**src/logic/slm_pkg.sv**
```systemverilog
// slm_pkg: constants and types of the serial link lane error monitor
// assumes a plain register port with byte data and 12-bit addresses
//
// Behaviour
// [RL1] auto clear resets only the counter that tripped sync request, others untouched
// [RL2] auto clear control resets disabled, tripped counters keep their value
// [RL3] every link error control exists once per link, chosen by link page select
// [RL4] software changes these controls only while decoder core is in soft reset; the monitor accepts writes at any time
// [RL5] eight-bit ilas multiframe count, groups of four multiframes, resets to one
// [RL6] eight-bit error threshold resets to all ones, sets trip count
// [RL7] counts reaching threshold raise interrupt or sync request error
// [RL8] sync request asserts when any lane counter reaches threshold and mask bit set
// [RL9] mask bits: 2 bad disparity, 1 not in table, 0 unexpected control
// [RL10] lane 0 enables bits 5 unexpected, 4 not in table, 3 disparity, reset set
// [RL11] lane 0 clears bits 2 disparity, 1 not in table, 0 unexpected, reset set
// [RL12] queued test mode off reports simultaneous lane errors as one error
// [RL13] enabled counters saturate, hold when disabled, clear to zero while clear bit set
package slm_pkg;
   localparam int unsigned num_links = 2;
   localparam int unsigned num_lanes = 8;
   localparam int unsigned num_types = 3;
   localparam logic [11:0] adr_link_page = 12'h0300;
   localparam logic [11:0] adr_decoder_control = 12'h0475;
   localparam logic [11:0] adr_link_control_low = 12'h0477;
   localparam logic [11:0] adr_ilas_count = 12'h0478;
   localparam logic [11:0] adr_threshold = 12'h047c;
   localparam logic [11:0] adr_sync_mask = 12'h047d;
   localparam logic [11:0] adr_lane0_control = 12'h0480;
   localparam logic [11:0] adr_irq_status = 12'h0490;
   localparam logic [11:0] adr_irq_clear = 12'h0491;
   localparam logic [11:0] adr_irq_enable = 12'h0492;
   localparam logic [11:0] adr_lane0_count_base = 12'h04a0;
   localparam int unsigned pos_soft_reset = 3;
   localparam int unsigned pos_auto_clear = 3;
   localparam int unsigned pos_queued_test = 4;
   localparam int unsigned pos_enables = 3;
   localparam logic [7:0] rst_ilas_count = 8'h01;
   localparam logic [7:0] rst_threshold = 8'hff;
   localparam logic [2:0] rst_sync_mask = 3'h7;
   localparam logic [2:0] rst_enables = 3'h7;
   localparam logic [2:0] rst_clears = 3'h7;
   localparam logic rst_auto_clear = 1'b0;
   localparam logic rst_soft_reset = 1'b1;
   // counter type index: 0 unexpected control, 1 not in table, 2 bad disparity
   typedef enum logic [1:0] {
      slm_uek_type = 2'h0,
      slm_nit_type = 2'h1,
      slm_bde_type = 2'h2
   } slm_err_type;
endpackage

```
**src/logic/slm_cnt_if.sv**
```systemverilog
// slm_cnt_if: signals between the register block and the lane 0 counters
// assumes one clock domain
`timescale 1ns/1ps
interface slm_cnt_if;
   logic [2:0] err;
   logic [2:0] ena;
   logic [2:0] clr;
   logic [2:0] auto_clr;
   logic [7:0] thresh;
   logic [23:0] count;
   logic [2:0] hit;
   modport ctl (output err, output ena, output clr, output auto_clr, output thresh, input count, input hit);
   modport cnt (input err, input ena, input clr, input auto_clr, input thresh, output count, output hit);
endinterface

```
**src/logic/slm_counters.sv**
```systemverilog
// slm_counters: three saturating error counters for lane 0
// assumes error pulses already synchronous to clock_in
`timescale 1ns/1ps
module slm_counters (
   input wire logic clock_in,
   input wire logic rstn_in,
   slm_cnt_if.cnt bus
);
   import slm_pkg::*;
   logic [7:0] cnt_ff [num_types];
   logic [7:0] nxt_cnt [num_types];
   genvar g;
   generate
      for (g = 0; g < num_types; g++) begin : g_cnt
         always_comb begin
            nxt_cnt[g] = cnt_ff[g];
            if (bus.clr[g] || bus.auto_clr[g]) begin
               nxt_cnt[g] = 8'h00; // RL1 RL11
            end else if (bus.ena[g] && bus.err[g] && cnt_ff[g] != 8'hff) begin
               nxt_cnt[g] = cnt_ff[g] + 8'h01; // RL13
            end
         end
         always_ff @(posedge clock_in or negedge rstn_in) begin
            if (!rstn_in) begin
               cnt_ff[g] <= 8'h00;
            end else begin
               cnt_ff[g] <= nxt_cnt[g];
            end
         end
         assign bus.count[g*8 +: 8] = cnt_ff[g];
         assign bus.hit[g] = cnt_ff[g] >= bus.thresh; // RL6 RL7
      end
   endgenerate
endmodule

```
**src/logic/slm_monitor.sv**
```systemverilog
// slm_monitor: lane error monitor, paged link controls, sync request and interrupt
// assumes error inputs come from the decoder on another timing, so they are synchronised
//
// The plain strobed port was left to the implementer.
`timescale 1ns/1ps
module slm_monitor (
   input wire logic clock_in,
   input wire logic rstn_in,
   input wire logic [11:0] addr_in,
   input wire logic [7:0] wdata_in,
   input wire logic wr_in,
   input wire logic rd_in,
   output logic [7:0] rdata_out,
   input wire logic bad_disparity_error_in,
   input wire logic not_in_table_error_in,
   input wire logic unexpected_control_char_error_in,
   output logic sync_request_out,
   output logic interrupt_out,
   output logic [7:0] ilas_multiframe_groups_out,
   output logic lane_decoder_core_reset_out,
   output logic error_report_out
);
   import slm_pkg::*;

   ////////////////////////////////////////////////////////////////////////
   // register state
   typedef struct packed {
      logic auto_clear;
      logic queued_test;
      logic [7:0] ilas;
      logic [7:0] thresh;
      logic [2:0] mask;
      logic [2:0] ena;
      logic [2:0] clr;
   } slm_link_type;

   slm_link_type link_ff [num_links];
   slm_link_type nxt_link [num_links];
   logic page_ff, nxt_page;
   logic soft_rst_ff, nxt_soft_rst;
   logic [2:0] sts_ff, nxt_sts;
   logic [2:0] ien_ff, nxt_ien;
   logic [7:0] rdata_ff, nxt_rdata;
   logic sync_ff, nxt_sync;
   logic rep_ff, nxt_rep;
   logic [2:0] s1_ff, s2_ff;
   logic [2:0] trip;
   slm_link_type act;
   slm_cnt_if cif ();

   // enable field runs unexpected..disparity from bit 5 down, clear field disparity..unexpected;
   // reverse the enables so index 0 is always unexpected control
   function automatic logic [2:0] rev3(input logic [2:0] v);
      rev3 = {v[0], v[1], v[2]};
   endfunction

   ////////////////////////////////////////////////////////////////////////
   // input synchronisers
   always_ff @(posedge clock_in or negedge rstn_in) begin
      if (!rstn_in) begin
         s1_ff <= 3'h0;
         s2_ff <= 3'h0;
      end else begin
         s1_ff <= {bad_disparity_error_in, not_in_table_error_in, unexpected_control_char_error_in};
         s2_ff <= s1_ff;
      end
   end

   ////////////////////////////////////////////////////////////////////////
   // counters on the active link page
   assign act = link_ff[page_ff]; // RL3
   assign cif.err = s2_ff;
   assign cif.ena = rev3(act.ena); // RL10
   assign cif.clr = act.clr; // RL11
   assign cif.thresh = act.thresh;
   // mask bit 2 disparity, 0 unexpected matches counter index order
   assign trip = cif.hit & act.mask; // RL8 RL9
   assign cif.auto_clr = act.auto_clear ? trip : 3'h0; // RL1

   slm_counters u_cnt (
      .clock_in(clock_in),
      .rstn_in(rstn_in),
      .bus(cif.cnt)
   );

   ////////////////////////////////////////////////////////////////////////
   // register writes and reads
   always_comb begin
      for (int i = 0; i < num_links; i++) begin
         nxt_link[i] = link_ff[i];
      end
      nxt_page = page_ff;
      nxt_soft_rst = soft_rst_ff;
      nxt_ien = ien_ff;
      nxt_rdata = 8'h00;
      nxt_sts = sts_ff;
      if (wr_in) begin
         // RL4: software writes link controls only under soft reset; not enforced here
         case (addr_in)
            adr_link_page: nxt_page = wdata_in[0];
            adr_decoder_control: nxt_soft_rst = wdata_in[pos_soft_reset];
            adr_link_control_low: begin
               nxt_link[page_ff].auto_clear = wdata_in[pos_auto_clear]; // RL3
               nxt_link[page_ff].queued_test = wdata_in[pos_queued_test];
            end
            adr_ilas_count: nxt_link[page_ff].ilas = wdata_in; // RL5
            adr_threshold: nxt_link[page_ff].thresh = wdata_in; // RL6
            adr_sync_mask: nxt_link[page_ff].mask = wdata_in[2:0]; // RL9
            adr_lane0_control: begin
               nxt_link[page_ff].ena = wdata_in[5:3]; // RL10
               nxt_link[page_ff].clr = wdata_in[2:0]; // RL11
            end
            adr_irq_clear: nxt_sts = sts_ff & ~wdata_in[2:0];
            adr_irq_enable: nxt_ien = wdata_in[2:0];
            default: ;
         endcase
      end
      nxt_sts = nxt_sts | cif.hit; // RL7
      if (rd_in) begin
         case (addr_in)
            adr_link_page: nxt_rdata = {7'h00, page_ff};
            adr_decoder_control: nxt_rdata = 8'(soft_rst_ff) << pos_soft_reset;
            adr_link_control_low: nxt_rdata = {3'h0, act.queued_test, act.auto_clear, 3'h0};
            adr_ilas_count: nxt_rdata = act.ilas;
            adr_threshold: nxt_rdata = act.thresh;
            adr_sync_mask: nxt_rdata = {5'h00, act.mask};
            adr_lane0_control: nxt_rdata = {2'h0, act.ena, act.clr};
            adr_irq_status: nxt_rdata = {5'h00, sts_ff};
            adr_irq_enable: nxt_rdata = {5'h00, ien_ff};
            adr_lane0_count_base: nxt_rdata = cif.count[7:0];
            adr_lane0_count_base + 12'h001: nxt_rdata = cif.count[15:8];
            adr_lane0_count_base + 12'h002: nxt_rdata = cif.count[23:16];
            default: nxt_rdata = 8'h00;
         endcase
      end
   end

   ////////////////////////////////////////////////////////////////////////
   // sync request and error report
   always_comb begin
      nxt_sync = |trip; // RL8
      // one pulse per cycle however many error types flag at once
      nxt_rep = |(s2_ff & cif.ena); // RL12
      if (act.queued_test) begin
         nxt_rep = |s2_ff;
      end
   end

   always_ff @(posedge clock_in or negedge rstn_in) begin
      if (!rstn_in) begin
         for (int i = 0; i < num_links; i++) begin
            link_ff[i].auto_clear <= rst_auto_clear; // RL2
            link_ff[i].queued_test <= 1'b0;
            link_ff[i].ilas <= rst_ilas_count; // RL5
            link_ff[i].thresh <= rst_threshold; // RL6
            link_ff[i].mask <= rst_sync_mask;
            link_ff[i].ena <= rst_enables; // RL10
            link_ff[i].clr <= rst_clears; // RL11
         end
         page_ff <= 1'b0;
         soft_rst_ff <= rst_soft_reset;
         sts_ff <= 3'h0;
         ien_ff <= 3'h0;
         rdata_ff <= 8'h00;
         sync_ff <= 1'b0;
         rep_ff <= 1'b0;
      end else begin
         link_ff <= nxt_link;
         page_ff <= nxt_page;
         soft_rst_ff <= nxt_soft_rst;
         sts_ff <= nxt_sts;
         ien_ff <= nxt_ien;
         rdata_ff <= nxt_rdata;
         sync_ff <= nxt_sync;
         rep_ff <= nxt_rep;
      end
   end

   assign rdata_out = rdata_ff;
   assign sync_request_out = sync_ff;
   assign interrupt_out = |(sts_ff & ien_ff); // RL7
   assign ilas_multiframe_groups_out = act.ilas;
   assign lane_decoder_core_reset_out = soft_rst_ff;
   assign error_report_out = rep_ff;
endmodule

```
**config.mk**
```make
export PLATFORM = sky130hd
export DESIGN_NAME = slm_monitor
export DESIGN_NICKNAME = d
export VERILOG_FILES = /design/src/logic/slm_pkg.sv /design/src/logic/slm_cnt_if.sv /design/src/logic/slm_counters.sv /design/src/logic/slm_monitor.sv
export SDC_FILE = /design/constraint.sdc
export NUM_CORES = 1
export LEC_CHECK = 0
export BUFFER_PORTS_ARGS = -buffer_cell sky130_fd_sc_hd__buf_2
export CORE_UTILIZATION = 60
export CTS_CLUSTER_SIZE = 40
export DETAILED_ROUTE_END_ITERATION = 10
export HOLD_SLACK_MARGIN = 0.1
export PLACE_DENSITY = 0.77
export SKIP_LAST_GASP = 1
export SYNTH_ARGS = -nofsm -noshare
export SYNTH_HDL_FRONTEND = slang
export SYNTH_SLANG_ARGS = --single-unit
```
**constraint.sdc**
```tcl
create_clock -name clock_in -period 5.4 [get_ports clock_in]
set_clock_uncertainty 0.1 [all_clocks]
set_input_delay 1.35 -clock clock_in [delete_from_list [all_inputs] [get_ports clock_in]]
set_output_delay 1.35 -clock clock_in [all_outputs]
set_load 0.02 [all_outputs]
```
# [After elaboration in Yosys (flattened, before gate mapping)]
# Cells that the tools add are included.
[totals] out_inout_bits=20 regBits=102 word_cells=116 inputBits=27
[op_classes] n_reduce_logical=22 magnitude_cmp=5 n_eq_ne=16 add_sub_neg=3 bitwise_logic=7 mux=37
[ops] operator="$bwmux 54" n=7
[ops] operator="$pmux 54 s5" n=1
[ops] operator="$demux 27 s1" n=7
[ops] operator="$eq 12x11->1 const B" n=12
[ops] operator="$mux 27" n=4
[ops] operator="$pmux 8 s12" n=1
[ops] operator="$mux 8" n=7
[ops] operator="$mux 26" n=1
[ops] operator="$mux 25" n=1
[ops] operator="$add 8x1->8 const B" n=3
[ops] operator="$ge 8x8->1" n=3
[ops] operator="$ne 8x8->1 const B" n=3
[ops] operator="$mux 17" n=1
[ops] operator="$and 3x3->3" n=4
[ops] operator="$eq 12x10->1 const B" n=1
[ops] operator="$mux 3" n=4
[ops] operator="$reduce_or 3->1" n=4
[ops] operator="$mux 9" n=1
[ops] operator="$reduce_and 2->1" n=4
[ops] operator="$logic_and 1x1->1" n=7
[ops] operator="$mux 6" n=1
[ops] operator="$reduce_bool 2->1" n=3
[ops] operator="$reduce_bool 5->1" n=1
[ops] operator="$logic_or 1x1->1" n=3
[ops] operator="6 further kinds" n=6

# [Longest topological paths before layout]
[logic_depth] depth_word=9 depth_mapped=11 ltp_nobuf=7

# [Hierarchy]
# A second synthesis with hierarchy kept.
[unflattened] cells_unflattened=551 area_unflattened_um2=5908.2
[modules_own_cells] module="slm_monitor" n_inst=1 cells_per_inst=346 seq_area_each_um2=1998.2 area_each_um2=4095.2
[modules_own_cells] module="slm_counters" n_inst=1 cells_per_inst=205 seq_area_each_um2=600.6 area_each_um2=1813.0

# [Worst setup path after synthesis]
# OpenSTA, ideal clock, no wires.
[synth_path] path_type="input port to flip-flop" startpoint="in addr_in[1]" endpoint="reg with a tool-made name" t_arrival_ps=2997 required_time_ps=5218 path_slack_ps=2220 stages=7 cell_sequence="buf_6 or3b_4 nor4_4 nand2_2 or3_1 buf_6 mux2_4"
[synth_lines] item="start: declaration" line="slm_monitor.sv:9" rtl="input wire logic [11:0] addr_in,"

# [Worst setup path in the final report]
[layout_path] startpoint="reg page_ff" endpoint="reg u_cnt.cnt_ff, in the netlist u_cnt.bus.count[7]"
[layout_via] elab_chain_cells=9 word_cells_on_any_way=12 classes_between="1 x order compare; 5 x mux; 2 x bitwise; 4 x reduce/logical"
[layout_lines] item="start: declaration" line="slm_monitor.sv:39" rtl="logic page_ff, nxt_page;"
[layout_lines] item="start signal: assignment" line="slm_monitor.sv:169" rtl="page_ff <= nxt_page;"
[layout_lines] item="$not 1->2 (implied by the code) *" line="slm_monitor.sv:71" rtl="assign act = link_ff[page_ff];"
[layout_lines] item="$mux 27 (implied by the code) * (3 in a row)" line="slm_monitor.sv:71"
[layout_lines] item="$ge 8x8->1" line="slm_counters.sv:31" rtl="assign bus.hit[g] = cnt_ff[g] >= bus.thresh;"
[layout_lines] item="$and 3x3->3" line="slm_monitor.sv:77" rtl="assign trip = cif.hit & act.mask;"
[layout_lines] item="$mux 3" line="slm_monitor.sv:78" rtl="assign cif.auto_clr = act.auto_clear ? trip : 3'h0;"
[layout_lines] item="$logic_or 1x1->1" line="slm_counters.sv:17" rtl="if (bus.clr[g] || bus.auto_clr[g]) begin"
[layout_lines] item="$mux 8 or $reduce_bool 2->1 (tied branches)"
[layout_lines] item="end signal: indexed assignment" line="slm_counters.sv:27" rtl="cnt_ff[g] <= nxt_cnt[g];"
[layout_lines] item="end: declaration" line="slm_counters.sv:10" rtl="logic [7:0] cnt_ff [num_types];"
# Every way passes the cells marked *; elsewhere a longest branch is shown, timed or not. The select of a mux whose other input is x is not followed.
# A chain may end at the register's enable or synchronous reset.

==> flow_summary_export.csv <==
group,metric,value,unit
global_route,antenna_found_initial,0,
timing,worst_pin_slew,1.19,ns
pwr,p_per_area,212,mW/mm^2
die,core,0.00928,mm^2
timing,hold_viol,0,
timing,maxSlewViolCount,0,
worst_setup_path,cp_max_fo,42,
flow_run,cap_violations,0,
route,vias,4402,
route,drt-total-wl,14.5,mm
global_route,grtUsageMet3,6.13,%
worst_setup_path,cp.arrival,3.67,ns
logic_synthesis,synthFlopType,"dfrtp_1",
route,wl_per_cell,20.5,um
logic_synthesis,async_reset_ff_share,100,%
timing,clock.fmax,282,MHz
clock_network,clkSinkCount,102,
clock_network,ctsHoldBuffers,0,
route,drc,0,
global_route,grt_pass1_vias,4381,
die,rows,35,
place,io_buffers,46,
finish,fillers,759,
die,ioPinCount,47,
global_route,use_met2,48.4,%
logic_synthesis,syn_area,0.00575,mm^2
pwr,power_leakage,2.77,nW
place,place_congestion,0.909,
worst_setup_path,required,5.52,ns
clock_network,cts-buffers-inserted,9,
clock_network,cts_tree,"done",
worst_setup_path,critPathKind,"reg2reg",
global_route,top_usage_layer,"met2",
logic_synthesis,synth-seq-cells,102,
logic_synthesis,avgSynthCellArea,10.8,um^2
global_route,met1_usage,42.6,%
clock_network,ctsHtreeMaxLevel,3,
logic_synthesis,synth_top_area_share,28.3,%
timing,relSlewSlack,20.1,%
route,final_antenna_net_count,0,
timing,rsz0062_at_grt,"false",
place,dpl.hpwl,10.7,mm
timing,fin_crit,3.55,ns
timing,setup_tns,0,ns
pwr,ir_worst_vdd,0.000161,V
die,start_util,61.9,%
status,outcome,"finished, final reports clean",
route,firstDrtPassIters,5,
clock_network,clk_pin_slew,0.10,ns
finish,area_growth,8.99,%
worst_setup_path,worst_setup_path_start_kind,"flip-flop",
global_route,track_usage,31.0,%
finish,final_common_cell,"dfrtp_1",
timing,hold_slack,0.260,ns
finish,nets,630,
hold_path,hp-class,"reg2reg",
route,drtIter0Drc,286,
timing,setup_viol,0,
logic_synthesis,synth_cell_types,55,
logic_synthesis,yosys-top-cells-area,"dfrtp_1 (28%), dfstp_2 (17%), mux2_2 (12%)",
logic_synthesis,synth_edf_count,0,
clock_network,clockRootBuffer,"clkbuf_8",
timing,fin_crit_sh,65.7,%
logic_synthesis,yosys.area.top_type,"dfrtp_1",
global_route,grt_max_degree,59,
clock_network,cts_buffer_depth,2,
finish,final_cell_mix,"dfrtp_1 (64), mux2_2 (61), nor2_1 (55)",
logic_synthesis,yosysWarnings,0,
clock_network,post_cts_buffers,0,
die,die-height,99.9,um
global_route,grt.overflow.total,0,
route,via_per_inst,6.20,
die,fp.dieW,99.9,um
clock_network,clkLatencyLatePin,0.38,ns
logic_synthesis,synth_nets,587,
logic_synthesis,synth_cells,533,
worst_setup_path,crit_path_end_kind,"flip-flop",
global_route,grt_pass1_wl,23.1,mm
clock_network,cts_resized,0,
die,fp.dieArea,0.00998,mm^2
finish,final_layout_size_suffix_gt1_share,31.2,%
finish,antenna_cells,0,
logic_synthesis,ys_seq_area_share,45.2,%
[power breakdown]
group	total [mW]	switching (mW)	internal, mW	leakage [nW]
registers	0.775	0.00507	0.770	1.26
logic	0.0728	0.0513	0.0215	1.41
clock network	0.479	0.298	0.181	0.0937
[synthesized netlist by cell type (10+ instances only)]
library cell  count
nor2b_1          10
mux2_2           61
dfrtp_1          65
nand4_1          15
a21oi_1          22
dfstp_2          37
nor2_1           55
nor3_1           11
nand2_1          45
nand3_1          14
ha_1             27
xnor2_1          19
o21ai_0          24
mux2i_1          17
inv_1            13
[layout make-up]
class,count,area [um^2],area share [%]
Clock buffer,10,128,2.04
Sequential cell,102,2600,41.5
Clock inverter,6,63.8,1.02
Timing Repair Buffer,48,248,3.95
Multi-Input combinational cell,402,3020,48.2
Tap cell,129,161,2.58
Inverter,13,48.8,0.779
[kinds of logic after synthesis]
kind of cell	after synthesis	synth area share, %
XOR/XNOR	21	3.20
AND/OR/NAND/NOR	182	15.9
adder cells (fa/ha/maj)	27	5.87
multiplexers	89	18.2
AO/OA/AOI/OAI	83	9.33
flip-flops	102	45.2
buffers and inverters	29	2.33
[critical path: stages (launching register included)]
cell     delay, ns
dfrtp_2       1.06
mux2i_1       0.72
ha_1          0.22
nand2_1       0.05
o21a_1        0.20
o31ai_1       0.91
nor2_1        0.12
[path summary, 6_finish.rpt]
check / from / endpoint / slack [ns] / cells past startpoint
worst max-delay path: page_ff$_DFFE_PN0P_ / u_cnt.bus.count[7]$_DFFE_PN0P_ / 1.85 / 6
worst min-delay path: s1_ff[0]$_DFF_PN0_ / cif.err[0]$_DFF_PN0_ / 0.26 / 0
worst max register to register: page_ff$_DFFE_PN0P_ / u_cnt.bus.count[7]$_DFFE_PN0P_ / 1.85 / 6
worst min register to register: s1_ff[0]$_DFF_PN0_ / cif.err[0]$_DFF_PN0_ / 0.26 / 0
max in group asynchronous: rstn_in / async pin / 3.22 / 2
min in group asynchronous: rstn_in / u_cnt.bus.count[17]$_DFFE_PN0P_ / 0.93 / 1
[per-layer routing]
layer	vias to the layer above	share of wire (%)
li1	2025	-
met5	-	0
met4	0	3.3
met3	36	6.1
met1	2156	44
met2	185	47
[metrics by stage]
stage                     area, um^2  setup WS (ns)  util [%]  std cells  power [mW]
after detailed placement        6080           1.75      65.4        694       0.862
after CTS                       6270           1.84      67.5        710        1.34
after floorplan                 5750           2.22         -        533       0.820
final                           6270           1.85      67.5        710        1.33
after global placement          6080           1.81      65.4        694       0.860
after global routing            6270           1.69      67.5        710        1.37
(Power assumes the default switching activity.)
